### config.mk
export PLATFORM = sky130hd
export DESIGN_NAME = bptp_ctrl
export DESIGN_NICKNAME = d
export VERILOG_FILES = /design/src/core/bptp_pkg.sv /design/src/core/bptp_ctrl.sv
export SDC_FILE = /design/constraint.sdc
export NUM_CORES = 1
export LEC_CHECK = 0
export ABC_AREA = 1
export BUFFER_PORTS_ARGS = -buffer_cell sky130_fd_sc_hd__buf_2
export CAP_MARGIN = 20
export CORE_AREA = 2 2 279 281
export CTS_CLUSTER_DIAMETER = 40
export DETAILED_ROUTE_END_ITERATION = 12
export DIE_AREA = 0 0 281 283
export SLEW_MARGIN = 10
export SYNTH_ARGS = -nofsm -noshare
export SYNTH_HDL_FRONTEND = slang
export SYNTH_SLANG_ARGS = --single-unit
### constraint.sdc
create_clock -name aclk -period 2.37 [get_ports aclk]
set_input_delay 0 -clock aclk [delete_from_list [all_inputs] [get_ports aclk]]
set_output_delay 0 -clock aclk [all_outputs]
set_load 0.03 [all_outputs]
### src/core/bptp_pkg.sv
// Shared constants for the backplane test and protection control block
package bptp_pkg;
   localparam int NCH = 8;
   localparam int NPAIR = 4;
   // Register byte offsets
   localparam logic [7:0] OFS_LOOP_CTRL = 8'h00;
   localparam logic [7:0] OFS_FRAME_INJ = 8'h04;
   localparam logic [7:0] OFS_INJ_CMD = 8'h08;
   localparam logic [7:0] OFS_B1_MASK = 8'h0C;
   localparam logic [7:0] OFS_SERIAL_SEL = 8'h10;
   localparam logic [7:0] OFS_STATUS = 8'h14;
   // Loop control fields
   localparam int POS_NEAR_CDR = 0;
   localparam int POS_NEAR_LVDS = 1;
   localparam int POS_FAR = 2;
   localparam int POS_PROT_SEL = 4;
   // Frame injection fields
   localparam int POS_FRAME_CNT = 0;
   localparam int POS_A1_VAL = 8;
   localparam int POS_A2_VAL = 16;
   // Injection command fields
   localparam int POS_FRAME_EN = 0;
   localparam int POS_B1_CMD = 8;
   localparam int POS_OVH_PAR = 16;
   localparam int POS_OUT_PAR = 24;
   // Status fields
   localparam int POS_READY = 0;
   localparam int POS_FAR_AVAIL = 1;
   localparam int POS_FRAME_BUSY = 8;
   localparam int POS_B1_PEND = 16;
   // Reset values
   localparam logic [31:0] RST_LOOP_CTRL = 32'h0000_0000;
   localparam logic [31:0] RST_FRAME_INJ = 32'h0000_0000;
   localparam logic [7:0] RST_FRAME_EN = 8'h00;
   localparam logic [7:0] RST_B1_CMD = 8'h00;
   localparam logic [7:0] RST_B1_MASK = 8'h00;
   localparam logic [7:0] RST_SERIAL_SEL = 8'h00;
   // Core ready delay in system clock cycles
   localparam logic [2:0] READY_DELAY = 3'h6;
   // AXI responses
   localparam logic [1:0] RESP_OKAY = 2'h0;
   localparam logic [1:0] RESP_SLVERR = 2'h2;
endpackage : bptp_pkg

### src/core/bptp_ctrl.sv
// Test injection, loopback, protection and core-ready control with AXI4-Lite registers
//
// Our own choices: the AXI4-Lite interface to the registers and the register addresses.
`timescale 1ns/100ps
`default_nettype none
module bptp_ctrl
   import bptp_pkg::*;
(
   input wire logic aclk,
   input wire logic aresetn,
   input wire logic [7:0] s_axi_awaddr,
   input wire logic s_axi_awvalid,
   output logic s_axi_awready,
   input wire logic [31:0] s_axi_wdata,
   input wire logic [3:0] s_axi_wstrb,
   input wire logic s_axi_wvalid,
   output logic s_axi_wready,
   output logic [1:0] s_axi_bresp,
   output logic s_axi_bvalid,
   input wire logic s_axi_bready,
   input wire logic [7:0] s_axi_araddr,
   input wire logic s_axi_arvalid,
   output logic s_axi_arready,
   output logic [31:0] s_axi_rdata,
   output logic [1:0] s_axi_rresp,
   output logic s_axi_rvalid,
   input wire logic s_axi_rready,
   input wire logic ext_cpu_port_wr,
   input wire logic [3:0] ext_cpu_port_prot_sel,
   input wire logic tx_frame_start,
   input wire logic tx_slot_last_a1,
   input wire logic tx_slot_first_a2,
   input wire logic tx_slot_b1,
   input wire logic [NCH-1:0][7:0] tx_byte_in,
   output logic [NCH-1:0][7:0] tx_work_byte,
   output logic [NCH-1:0][7:0] tx_protect_byte,
   input wire logic ovh_parity_slot,
   input wire logic [NCH-1:0] ovh_serial_in,
   output logic [NCH-1:0] ovh_serial_out,
   input wire logic rx_byte_valid,
   input wire logic [NCH-1:0][7:0] rx_aligned_byte,
   input wire logic [NCH-1:0] rx_aligned_parity,
   input wire logic align_fifo_in_use,
   output logic [NCH-1:0][7:0] parallel_out_byte_bus,
   output logic [NCH-1:0] parallel_out_parity_line,
   input wire logic [NCH-1:0] link_status_in,
   output logic [NCH-1:0] main_link_status,
   output logic [NCH-1:0] protect_link_status,
   output logic [NCH-1:0] serial_select_protect,
   input wire logic pointer_mover_bypass,
   output logic near_loop_cdr,
   output logic near_loop_lvds,
   output logic far_loop_active,
   output logic serial_tx_enable,
   input wire logic fabric_system_frame_pulse,
   input wire logic fabric_line_frame_pulse,
   input wire logic fabric_ovh_ck_en,
   output logic system_frame_pulse,
   output logic line_frame_pulse,
   output logic tx_overhead_clock_gate,
   output logic protect_select_pair_one,
   output logic protect_select_pair_three,
   output logic protect_select_pair_four,
   output logic local_bus_force_high,
   output logic output_enable,
   input wire logic cfg_done_pin,
   input wire logic io_release_pin,
   input wire logic core_rst_n_pin,
   input wire logic partial_cfg_pin,
   output logic core_ready
);
   // Byte-lane merge of a write
   function automatic logic [31:0] wmerge(input logic [31:0] old, input logic [31:0] dat,
                                          input logic [3:0] strb);
      logic [31:0] r;
      r = old;
      for (int b = 0; b < 4; b++)
      begin
         if (strb[b])
            r[b*8 +: 8] = dat[b*8 +: 8];
      end
      return r;
   endfunction : wmerge

   // Pin synchronisers, three stages
   logic [3:0] sy1_q, sy2_q, sy3_q, pin_q;
   logic [3:0] pin_d;
   logic [2:0] rdy_cnt_q, rdy_cnt_d;
   logic ready_q, ready_d;
   logic cfg_ok;
   always_comb
   begin
      for (int k = 0; k < 4; k++)
         pin_d[k] = (sy2_q[k] == sy3_q[k]) ? sy3_q[k] : pin_q[k];
      cfg_ok = pin_q[0] & pin_q[1] & pin_q[2];
      rdy_cnt_d = rdy_cnt_q;
      ready_d = ready_q;
      if (ready_q && pin_q[3])
         ready_d = 1'b1;
      else if (!cfg_ok)
      begin
         ready_d = 1'b0;
         rdy_cnt_d = 3'h0;
      end
      else if (rdy_cnt_q == READY_DELAY)
         ready_d = 1'b1;
      else
         rdy_cnt_d = rdy_cnt_q + 3'h1;
   end
   always_ff @(posedge aclk)
   begin
      if (!aresetn)
      begin
         sy1_q <= 4'h0;
         sy2_q <= 4'h0;
         sy3_q <= 4'h0;
         pin_q <= 4'h0;
         rdy_cnt_q <= 3'h0;
         ready_q <= 1'b0;
      end
      else
      begin
         sy1_q <= {partial_cfg_pin, core_rst_n_pin, io_release_pin, cfg_done_pin};
         sy2_q <= sy1_q;
         sy3_q <= sy2_q;
         pin_q <= pin_d;
         rdy_cnt_q <= rdy_cnt_d;
         ready_q <= ready_d;
      end
   end
   // Core logic is held in reset until ready
   logic core_rst;
   assign core_rst = !aresetn || !ready_q;

   // AXI4-Lite slave and control registers
   logic aw_have_q, aw_have_d, w_have_q, w_have_d, bvalid_q, bvalid_d, rvalid_q, rvalid_d;
   logic [7:0] awaddr_q, awaddr_d;
   logic [31:0] wdata_q, wdata_d, rdata_q, rdata_d;
   logic [3:0] wstrb_q, wstrb_d;
   logic [1:0] bresp_q, bresp_d, rresp_q, rresp_d;
   logic [31:0] loop_q, loop_d, finj_q, finj_d, cmd_w;
   logic [7:0] fen_q, fen_d, b1cmd_q, b1cmd_d, mask_q, mask_d, ssel_q, ssel_d;
   logic [7:0] ovh_req, par_req;
   logic do_wr;
   logic [NCH-1:0] fbusy, b1pend;
   assign s_axi_awready = !aw_have_q && !bvalid_q;
   assign s_axi_wready = !w_have_q && !bvalid_q;
   assign s_axi_arready = !rvalid_q;
   assign s_axi_bvalid = bvalid_q;
   assign s_axi_bresp = bresp_q;
   assign s_axi_rvalid = rvalid_q;
   assign s_axi_rdata = rdata_q;
   assign s_axi_rresp = rresp_q;
   always_comb
   begin
      aw_have_d = aw_have_q;
      w_have_d = w_have_q;
      awaddr_d = awaddr_q;
      wdata_d = wdata_q;
      wstrb_d = wstrb_q;
      bvalid_d = bvalid_q;
      bresp_d = bresp_q;
      rvalid_d = rvalid_q;
      rdata_d = rdata_q;
      rresp_d = rresp_q;
      loop_d = loop_q;
      finj_d = finj_q;
      fen_d = fen_q;
      b1cmd_d = b1cmd_q;
      mask_d = mask_q;
      ssel_d = ssel_q;
      ovh_req = 8'h00;
      par_req = 8'h00;
      cmd_w = wmerge({8'h00, 8'h00, b1cmd_q, fen_q}, wdata_q, wstrb_q);
      if (s_axi_awvalid && s_axi_awready)
      begin
         aw_have_d = 1'b1;
         awaddr_d = s_axi_awaddr;
      end
      if (s_axi_wvalid && s_axi_wready)
      begin
         w_have_d = 1'b1;
         wdata_d = s_axi_wdata;
         wstrb_d = s_axi_wstrb;
      end
      do_wr = aw_have_q && w_have_q;
      // External processor write of protect selects
      if (ext_cpu_port_wr)
         loop_d[POS_PROT_SEL +: 4] = ext_cpu_port_prot_sel;
      if (do_wr)
      begin
         aw_have_d = 1'b0;
         w_have_d = 1'b0;
         bvalid_d = 1'b1;
         bresp_d = RESP_OKAY;
         unique case (awaddr_q)
            OFS_LOOP_CTRL: loop_d = wmerge(loop_q, wdata_q, wstrb_q);
            OFS_FRAME_INJ: finj_d = wmerge(finj_q, wdata_q, wstrb_q);
            OFS_INJ_CMD:
            begin
               fen_d = cmd_w[POS_FRAME_EN +: 8];
               b1cmd_d = cmd_w[POS_B1_CMD +: 8];
               ovh_req = cmd_w[POS_OVH_PAR +: 8] & {8{wstrb_q[2]}};
               par_req = cmd_w[POS_OUT_PAR +: 8] & {8{wstrb_q[3]}};
            end
            OFS_B1_MASK: mask_d = 8'(wmerge({24'h0, mask_q}, wdata_q, wstrb_q));
            OFS_SERIAL_SEL: ssel_d = 8'(wmerge({24'h0, ssel_q}, wdata_q, wstrb_q));
            OFS_STATUS: bresp_d = RESP_OKAY;
            default: bresp_d = RESP_SLVERR;
         endcase
      end
      if (bvalid_q && s_axi_bready)
         bvalid_d = 1'b0;
      if (rvalid_q && s_axi_rready)
         rvalid_d = 1'b0;
      if (s_axi_arvalid && s_axi_arready)
      begin
         rvalid_d = 1'b1;
         rresp_d = RESP_OKAY;
         unique case (s_axi_araddr)
            OFS_LOOP_CTRL: rdata_d = loop_q;
            OFS_FRAME_INJ: rdata_d = finj_q;
            OFS_INJ_CMD: rdata_d = {16'h0, b1cmd_q, fen_q};
            OFS_B1_MASK: rdata_d = {24'h0, mask_q};
            OFS_SERIAL_SEL: rdata_d = {24'h0, ssel_q};
            OFS_STATUS: rdata_d = {8'h0, 8'(b1pend), 8'(fbusy), 6'h0,
                                   !pointer_mover_bypass, ready_q};
            default:
            begin
               rdata_d = 32'h0000_0000;
               rresp_d = RESP_SLVERR;
            end
         endcase
      end
   end
   always_ff @(posedge aclk)
   begin
      if (!aresetn)
      begin
         aw_have_q <= 1'b0;
         w_have_q <= 1'b0;
         awaddr_q <= 8'h00;
         wdata_q <= 32'h0000_0000;
         wstrb_q <= 4'h0;
         bvalid_q <= 1'b0;
         bresp_q <= RESP_OKAY;
         rvalid_q <= 1'b0;
         rdata_q <= 32'h0000_0000;
         rresp_q <= RESP_OKAY;
      end
      else
      begin
         aw_have_q <= aw_have_d;
         w_have_q <= w_have_d;
         awaddr_q <= awaddr_d;
         wdata_q <= wdata_d;
         wstrb_q <= wstrb_d;
         bvalid_q <= bvalid_d;
         bresp_q <= bresp_d;
         rvalid_q <= rvalid_d;
         rdata_q <= rdata_d;
         rresp_q <= rresp_d;
      end
   end
   // Control registers sit in the core reset
   always_ff @(posedge aclk)
   begin
      if (core_rst)
      begin
         loop_q <= RST_LOOP_CTRL;
         finj_q <= RST_FRAME_INJ;
         fen_q <= RST_FRAME_EN;
         b1cmd_q <= RST_B1_CMD;
         mask_q <= RST_B1_MASK;
         ssel_q <= RST_SERIAL_SEL;
      end
      else
      begin
         loop_q <= loop_d;
         finj_q <= finj_d;
         fen_q <= fen_d;
         b1cmd_q <= b1cmd_d;
         mask_q <= mask_d;
         ssel_q <= ssel_d;
      end
   end

   // Injection state per channel
   logic [NCH-1:0] fen_prev_q, b1_prev_q, fact_q, fact_d, b1p_q, b1p_d, b1a_q, b1a_d;
   logic [NCH-1:0] opend_q, opend_d, ppend_q, ppend_d;
   logic [NCH-1:0][3:0] rem_q, rem_d;
   logic [NCH-1:0][7:0] txo_d, txo_q, pob_d, pob_q;
   logic [NCH-1:0] ovo_d, ovo_q, pop_d, pop_q;
   logic [3:0] psel;
   assign psel = loop_q[POS_PROT_SEL +: 4] & {4{align_fifo_in_use}};
   always_comb
   begin
      for (int i = 0; i < NCH; i++)
      begin
         rem_d[i] = rem_q[i];
         fact_d[i] = fact_q[i];
         if (fen_q[i] && !fen_prev_q[i])
            rem_d[i] = finj_q[POS_FRAME_CNT +: 4];
         else if (tx_frame_start)
         begin
            fact_d[i] = (rem_q[i] != 4'h0);
            if (rem_q[i] != 4'h0)
               rem_d[i] = rem_q[i] - 4'h1;
         end
         b1p_d[i] = (b1cmd_q[i] && !b1_prev_q[i]) || (b1p_q[i] && !tx_frame_start);
         b1a_d[i] = tx_frame_start ? b1p_q[i] : b1a_q[i];
         txo_d[i] = tx_byte_in[i];
         if (fact_q[i] && tx_slot_last_a1)
            txo_d[i] = finj_q[POS_A1_VAL +: 8];
         if (fact_q[i] && tx_slot_first_a2)
            txo_d[i] = finj_q[POS_A2_VAL +: 8];
         if (b1a_q[i] && tx_slot_b1)
            txo_d[i] = tx_byte_in[i] ^ mask_q;
         // Parity requests wait for their slot; a new request wins over the clear
         opend_d[i] = ovh_req[i] || (opend_q[i] && !ovh_parity_slot);
         ovo_d[i] = ovh_serial_in[i] ^ (opend_q[i] && ovh_parity_slot);
         ppend_d[i] = par_req[i] || (ppend_q[i] && !rx_byte_valid);
         pob_d[i] = rx_aligned_byte[i];
         pop_d[i] = rx_aligned_parity[i];
         if ((i % 2 == 0) && psel[i/2])
         begin
            pob_d[i] = rx_aligned_byte[i+1];
            pop_d[i] = rx_aligned_parity[i+1];
         end
         pop_d[i] = pop_d[i] ^ (ppend_q[i] && rx_byte_valid);
         fbusy[i] = fact_q[i] || (rem_q[i] != 4'h0);
      end
      b1pend = b1p_q | b1a_q;
   end
   always_ff @(posedge aclk)
   begin
      if (core_rst)
      begin
         fen_prev_q <= '0;
         b1_prev_q <= '0;
         fact_q <= '0;
         b1p_q <= '0;
         b1a_q <= '0;
         opend_q <= '0;
         ppend_q <= '0;
         rem_q <= '0;
         txo_q <= '0;
         pob_q <= '0;
         ovo_q <= '0;
         pop_q <= '0;
      end
      else
      begin
         fen_prev_q <= fen_q;
         b1_prev_q <= b1cmd_q;
         fact_q <= fact_d;
         b1p_q <= b1p_d;
         b1a_q <= b1a_d;
         opend_q <= opend_d;
         ppend_q <= ppend_d;
         rem_q <= rem_d;
         txo_q <= txo_d;
         pob_q <= pob_d;
         ovo_q <= ovo_d;
         pop_q <= pop_d;
      end
   end

   // Data, loopback and protection outputs
   assign tx_work_byte = txo_q;
   assign tx_protect_byte = txo_q;
   assign ovh_serial_out = ovo_q;
   assign parallel_out_byte_bus = pob_q;
   assign parallel_out_parity_line = pop_q;
   assign serial_select_protect = ssel_q;
   assign main_link_status = link_status_in & ~ssel_q;
   assign protect_link_status = link_status_in & ssel_q;
   assign near_loop_cdr = loop_q[POS_NEAR_CDR];
   assign near_loop_lvds = loop_q[POS_NEAR_LVDS] && !loop_q[POS_NEAR_CDR];
   assign far_loop_active = loop_q[POS_FAR] && !pointer_mover_bypass;
   assign serial_tx_enable = ready_q;
   assign output_enable = ready_q;
   assign local_bus_force_high = !ready_q;
   assign system_frame_pulse = fabric_system_frame_pulse && ready_q;
   assign line_frame_pulse = fabric_line_frame_pulse && ready_q;
   assign tx_overhead_clock_gate = fabric_ovh_ck_en && ready_q;
   // Selects forced low at once when ready drops, before the registers clear
   assign protect_select_pair_one = loop_q[POS_PROT_SEL] && ready_q;
   assign protect_select_pair_three = loop_q[POS_PROT_SEL+2] && ready_q;
   assign protect_select_pair_four = loop_q[POS_PROT_SEL+3] && ready_q;
   assign core_ready = ready_q;
endmodule : bptp_ctrl
`default_nettype wire

==> summary.md, run 1 <==
| Metric | Value |
|---|---|
| DP Area | `22100 um^2` |
| FF-to-FF setup slack | `0.12 ns` |
| Clock Tree Root | `clkbuf_16` |
| Number of synthesized flops with an enable pin | `0` |
| Number of synthesis warnings | `0` |
| Reg clk slew, reported paths | `0.06 ns` |
| Met1 Usage GRT | `24.3%` |
| Min cycle time layout | `around 2.2 ns` |
| Max Root-Sink Buffers | `3` |
| All-Layer GR Usage | `around a fifth` |
| TritonCTS clock tree | `yes` |
| Crit path required time | `approximately 2.9 ns` |
| Peak supply drop | `around 0.50 mV` |
| Pins Over Slew Limit | `0` |
| Worst hold path class | `primary input to flip-flop` |
| DP HPWL | `55.4 mm` |
| Crit end category | `flip-flop` |
| DR pass1 iterations | `5` |
| GPL Wtd Cong | `0.876` |
| CP endpoint | `awaddr_q[6]` |
| Finished Cell Area | `between 20000 and 30000 um^2` |
| Layout Nets | `3453` |
| Most common cell after layout, fill and taps aside | `buf_2` |
| Layout cells sized above 1 | `22.9%` |
| Leakage | `12.2 nW` |
| I/O pins | `between 500 and 600` |
| Met2 usage | `30.9%` |
| Met3 global-route usage | `a little under 4%` |
| Global route total overflow | `0` |
| Die ar. | `approximately 80000 um^2` |
| Slowest CP cell | `dlygate4sd3_1` |
| Via count | `19749` |
| Vias/cell | `4.59` |
| Layout Skew | `between 0.03 and 0.04 ns` |
| Final period util | `94.9%` |
| Sum Neg Setup Slack | `0 ns` |
| Slew headroom | `53.5%` |
| Yosys reg bits | `430` |
| Arrival @ worst endpoint | `2.73 ns` |
| CP most frequent cell | `dlygate4sd3_1` |
| Final hold slack | `0.0392 ns` |
| Area Overhead vs Synth | `42.9%` |
| Kind of critical path | `flip-flop to flip-flop` |
| Status | `finished, final reports clean` |
| Main synth FF type | `dfxtp_1` |
| Initial drt markers | `approximately 1600` |
| Critical-path maximum fanout | `13` |
| FMAX | `0.445 GHz` |
| CP max stage delay | `0.57 ns` |
| Tightest Pin Transition | `0.691 ns` |
| CP startpoint | `s_axi_bvalid` |
| Dominant cell type by area after synthesis | `dfxtp_1` |
| Clk_lat worst skew | `0.62 ns` |
| Overall power | `19.4 mW` |
| Cells after Synth | `2532` |
| Yosys top cell area share | `45.5%` |
| Startpoint Class | `flip-flop` |
| Num CTS Buffers | `70` |
| CTS sink cnt | `430` |
| CP cell instances | `nor2_1, nand2_2, o21ai_0, dlygate4sd3_1, a21oi_1, dlygate4sd3_1` |
| Die width | `281 um` |
| Number of diodes | `0` |
| Fin. Hold Viols | `0` |
| Filler Cells Inserted | `between 7000 and 8000` |
| R2R depth | `6` |
| Grt peak-use layer | `met2` |
| Die height | `283 um` |
| DRC | `0` |
| Largest net degree at the start of global routing | `between 80 and 90` |
| Final Non-Filler Cells | `between 4000 and 5000` |
| Setup violators final | `0` |
| Max-cap violations | `0` |
| Post-route ant nets | `0` |
| Pwr Density | `717 nW/um^2` |
| Asr flop ratio synth | `0%` |
| Worst reg2reg startpoint | `s_axi_bvalid` |
| Most frequent cells in the layout | `514 x buf_2, 446 x nand2_1, 428 x dfxtp_1` |
| Mapped Area | `between 15000 and 20000 um^2` |
| First-pass GRT wire length | `113 mm` |
| IO buf count | `514` |
| RSZ-0062 raised after global routing | `no` |
| Vias in the first global route | `18164` |
| Syn_area_per_cell | `7.47 um^2` |
| Routed WL per cell | `18.0 um` |
| CORE AREA | `about 77000 um^2` |
| Antenna violations before repair | `2` |
| Placed Cells | `3924` |
| CTS HTree Levels | `3` |
| Worst r2r dst | `awaddr_q[6]` |
| Cell Rows | `~100` |
| Initial Util | `24.7%` |
| Post-Route WL | `77.5 mm` |
| Netlist cell types | `43` |
| Area contributors post-synth | `dfxtp_1 46%, a21oi_1 11%, nand2_1 8.9%` |
| Sequential element share of the synthesized area | `45.5%` |
[report_power, final]
part	switching, mW	internal, mW	leakage, nW
Sequential	0.0957	7.33	3.48
Combinational	0.692	0.599	7.50
Clock	4.06	6.62	1.21
[through the flow]
stage	util [%]	setup WS, ns
6_report	35.3	0.121
5_1_grt	35.3	0.0201
4_1_cts	35.2	0.0343
3_5_place_dp	28.8	0.602
3_3_place_gp	28.8	0.668
2_1_floorplan	-	0.633
[cell families (layout without fill, tap and decap cells)]
logic type,Yosys count,in the layout,share of synthesized area (%)
other,1,2,0.0198
buffers and inverters,415,1143,10.1
AOI/OAI and AO/OA,794,794,21.6
xor gates and xnor gates,69,69,3.19
DFF,430,430,45.5
adders and majority gates,18,18,1.19
muxes,8,8,0.450
and+or+nand+nor,797,797,17.9
[metal layers]
metal  share of wire, %  vias up
li1                   -     9651
met3                7.4      136
met2                 47      867
met4                2.9        2
met5             0.0090        -
met1                 43     9093
[synth_stat cells (all sizes together), types with 12 or more instances]
cell and number:
o221ai 16, nand2 455, nor2 212, xor2 69, a21oi 413, clkbuf 105, inv 202, ha 18
nor3 12, buf 104, nand3 100, o21ai 346, dfxtp 430
[layout make-up]
| class | count | area [um^2] | share of cell area [%] |
|---|---|---|---|
| flip-flops and latches | 430 | 8610 | 31.8 |
| multi-input cells | 1688 | 8420 | 31.1 |
| inverters | 206 | 777 | 2.87 |
| well taps | 1040 | 1300 | 4.81 |
| clock buffers | 82 | 1910 | 7.06 |
| clock inverters | 47 | 568 | 2.10 |
| repair buffers | 808 | 5450 | 20.2 |
[timing repair]
| item | in CTS | in global routing |
|---|---|---|
| setup endpoints to repair | 0 | 3 |
| endpoints found under the hold margin | 237 | 2 |
| hold buffers | 247 | 1 |
| resized for setup | 0 | 3 |
| setup buffers | 0 | 0 |
[flip-flops by register name, summed over array words and instances, names as in the netlist, 8 cells and up]
register	cells
parallel_out_byte_bus	64
tx_protect_byte	64
finj_q	32
loop_q	32
rem_q	32
s_axi_rdata	32
wdata_q	32
awaddr_q	8
b1_prev_q	8
b1a_q	8
b1cmd_q	8
b1p_q	8
fact_q	8
fen_prev_q	8
fen_q	8
mask_q	8
opend_q	8
ovh_serial_out	8
parallel_out_parity_line	8
ppend_q	8
serial_select_protect	8
[worst max-delay path, delay by kind of cell (launching register included)]
kind            cells  cell delay [ns]
flops               1             0.35
simple gates        2             0.44
compound gates      2             0.22
buf+inv             2             1.13
[worst min-delay path by stage]
stage                   start                   to  slack (ns)  depth (start not counted)
3_5_place_dp     cfg_done_pin             sy1_q[0]        0.18                          3
5_1_grt            tx_slot_b1   tx_protect_byte[1]        0.06                          5
3_3_place_gp   io_release_pin             sy1_q[1]        0.18                          3
6_report           tx_slot_b1   tx_protect_byte[1]        0.04                          5
4_1_cts            tx_slot_b1  tx_protect_byte[36]       0.007                          5
2_1_floorplan    cfg_done_pin             sy1_q[0]         0.1                          2
Note: power is estimated with default switching activity, not from simulation.
==> run 2, diff against run 1 <==
--- a/config.mk
+++ b/config.mk
@@ -6,7 +6,7 @@
 export NUM_CORES = 1
 export LEC_CHECK = 0
 export ABC_AREA = 1
-export BUFFER_PORTS_ARGS = -buffer_cell sky130_fd_sc_hd__buf_2
+export BUFFER_PORTS_ARGS = -buffer_cell sky130_fd_sc_hd__buf_4
 export CAP_MARGIN = 20
 export CORE_AREA = 2 2 279 281
 export CTS_CLUSTER_DIAMETER = 40
==> run 2 against run 1 <==
  * Power grew 3.3%
  * First-iteration DRC count grew 1.6%
  * Combinational power grew 12%
  * Worst setup slack gained 0.085 ns
  * Count of clock-buffer cells in the layout grew 1
  * Maximum frequency grew 3.9%
  * Register-to-register slack gained 0.09 ns
  * Critical path depth is the same
  * Core utilization grew 2.0 points
  * Hold slack lost 0.014 ns
  * Design area grew 5.7%
  * Critical path type unchanged
==> summary.md, run 2 (synthesized netlist as in run 1, its figures left out) <==
| Metric | Value |
|---|---|
| Die ar. | `79500 um^2 (unchanged)` |
| First-pass GRT wire length | `115 mm (+1.3%)` |
| Clock Tree Root | `clkbuf_16` |
| Layout cells sized above 1 | `22.4% (-0.46 points)` |
| Peak supply drop | `0.691 mV (+37%)` |
| Post-CTS Setup Repair Bufs | `0 (unchanged)` |
| CP top delay family | `buffers and inverters` |
| Post-Route WL | `78.1 mm (+0.80%)` |
| Hold Crit Start | `s_axi_arvalid` |
| Pwr Density | `701 nW/um^2 (-2.3%)` |
| Num CTS Buffers | `70 (unchanged)` |
| Pre-CTS setup slack | `0.580 ns (-0.0219 ns)` |
| Max Root-Sink Buffers | `3 (unchanged)` |
| Final period util | `91.3% (-3.6 points)` |
| Arrival @ worst endpoint | `2.66 ns (-0.07 ns)` |
| Sum Neg Setup Slack | `0 ns (unchanged)` |
| Filler Cells Inserted | `7761 (-1.9%)` |
| CTS sink cnt | `430 (unchanged)` |
| I/O pins | `517 (unchanged)` |
| Vias in the first global route | `18407 (+1.3%)` |
| Placed Cells | `3918 (-0.15%)` |
| Fin. Hold Viols | `0 (unchanged)` |
| R2R depth | `6 (unchanged)` |
| Reg clk slew, reported paths | `0.06 ns (about the same)` |
| Initial Util | `24.7% (unchanged)` |
| Final worst slack | `0.206 ns (+0.0852 ns)` |
| Startpoint Class | `flip-flop` |
| Leakage | `12.5 nW (+2.1%)` |
| Global route total overflow | `0 (unchanged)` |
| FF-to-FF setup slack | `0.21 ns (+0.09 ns)` |
| Tightest Pin Transition | `0.889 ns (+0.198 ns)` |
| Crit end category | `flip-flop` |
| Max-cap violations | `0 (unchanged)` |
| Worst r2r dst | `parallel_out_parity_line[6]` |
| Clk_lat worst skew | `0.61 ns (about the same)` |
| IO buf count | `514 (unchanged)` |
| Die height | `283 um (unchanged)` |
| Multi-input logic area | `8420 um^2 (about the same)` |
| Via count | `19840 (+0.46%)` |
| Min cycle time layout | `2.16 ns (-0.0852 ns)` |
| Slowest CP cell | `dlygate4sd3_1` |
| FMAX | `0.462 GHz (+3.9%)` |
| RSZ-0062 raised after global routing | `no` |
| Hold Path Sink | `s_axi_rdata[31]` |
| Worst hold path class | `primary input to flip-flop` |
| CTS HTree Levels | `3 (unchanged)` |
| Cell Rows | `102 (unchanged)` |
| Kind of critical path | `flip-flop to flip-flop` |
| Most common cell after layout, fill and taps aside | `buf_4` |
| Initial drt markers | `1595 (+1.6%)` |
| DRC | `0 (unchanged)` |
| FF+latch area | `8610 um^2 (unchanged)` |
| Min-Delay Path Depth | `5 (unchanged)` |
| Routed WL per cell | `18.1 um (+0.45%)` |
| Slew headroom | `40.7% (-13 points)` |
| Worst reg2reg startpoint | `loop_q[7]` |
| Critical-path maximum fanout | `5 (-8)` |
| Layout Nets | `3467 (+0.41%)` |
| Pins Over Slew Limit | `0 (unchanged)` |
| CP cell instances | `nand2_1, mux2i_1, dlygate4sd3_1, o21ai_0, a21oi_1, dlygate4sd3_1` |
| Most frequent cells in the layout | `550 x buf_4, 447 x nand2_1, 428 x dfxtp_1` |
| Crit path required time | `2.86 ns (about the same)` |
| Die width | `281 um (unchanged)` |
| Final Non-Filler Cells | `4316 (+0.35%)` |
| Post-route ant nets | `0 (unchanged)` |
| CP most frequent cell | `dlygate4sd3_1` |
| Antenna violations before repair | `3 (+1)` |
| Area Overhead vs Synth | `51.1%` |
| Status | `finished, final reports clean` |
| Layout Skew | `0.0292 ns (-0.00668 ns)` |
| Setup violators final | `0 (unchanged)` |
| CORE AREA | `76700 um^2 (unchanged)` |
| All-Layer GR Usage | `18.9% (+0.18 points)` |
| CP max stage delay | `0.57 ns (about the same)` |
| Vias/cell | `4.60 (+0.11%)` |
| GPL Wtd Cong | `0.866 (-1.1%)` |
| DR pass1 iterations | `5 (unchanged)` |
| DP HPWL | `55.5 mm (+0.26%)` |
| TritonCTS clock tree | `yes` |
| Worst path bufs/invs | `2 (unchanged)` |
| Largest net degree at the start of global routing | `136 (+58%)` |
## run 2: cell count changes in the layout (fill, tap and decap cells not counted), moves of 3 or more
cell / change
bufinv_16: +6
dlygate4sd3_1: +20
clkbuf_8: -3
buf_2: -514
clkbuf_1: +4
buf_4: +508
## run 2: area by class of cell
cell class	instances	area share, %
clock inverters	45	2.42
multi-input cells	1688	29.5
inverters	206	2.72
diodes	2	0.0175
repair buffers	822	24.1
flip-flops and latches	430	30.1
clock buffers	83	6.59
well taps	1040	4.55
## run 2: tightest hold or removal path, delay by kind of cell
family                 cells  cell delay [ns]
AO/OA/AOI/OAI              1             0.05
buffers and inverters      2             0.36
AND/OR/NAND/NOR            2             0.17
## run 2: layer usage
| layer | vias to the layer above | part of all wire (%) | GRT usage [%] |
|---|---|---|---|
| met5 | - | 0 | 0 |
| met4 | 0 | 3.6 | 6.99 |
| met3 | 149 | 7.5 | 4.07 |
| met2 | 856 | 46 | 30.8 |
| met1 | 9152 | 43 | 24.4 |
| li1 | 9683 | - | - |
## run 2: worst max path at each step
stage	depth (start not counted)	startpoint	end	slack [ns]
3_3_place_gp	7	w_have_q	finj_q[16]	0.62
2_1_floorplan	6	s_axi_bvalid	wdata_q[31]	0.63
3_5_place_dp	7	w_have_q	finj_q[23]	0.58
4_1_cts	6	loop_q[7]	parallel_out_parity_line[6]	0.06
6_report	6	loop_q[7]	parallel_out_parity_line[6]	0.21
5_1_grt	6	loop_q[4]	parallel_out_parity_line[0]	0.09
## run 2: metrics by stage
| step | area, um^2 | hold slack (ns) | utilization [%] | total power, mW |
|---|---|---|---|---|
| floorplan | 18900 | 0.0976 | - | 8.06 |
| global placement | 23300 | 0.185 | 30.4 | 8.63 |
| detailed placement | 23300 | 0.184 | 30.4 | 8.64 |
| CTS | 28600 | 0.00798 | 37.2 | 20.2 |
| global route | 28600 | 0.0269 | 37.3 | 20.6 |
| finish | 28600 | 0.0252 | 37.3 | 20.0 |
## run 2: power by group
| part | internal, mW | total [mW] | switching, mW |
|---|---|---|---|
| Sequential | 7.33 | 7.42 | 0.0923 |
| Combinational | 0.741 | 1.44 | 0.700 |
| Clock | 7.15 | 11.2 | 4.02 |
| Total | 15.2 | 20.0 | 4.82 |
## run 2: repair_timing
action / CTS / global route
endpoints found under the setup margin: 0 / 2
resized for setup: 0 / 2
endpoints found under the hold margin: 259 / 0
hold buffers: 268 / 0
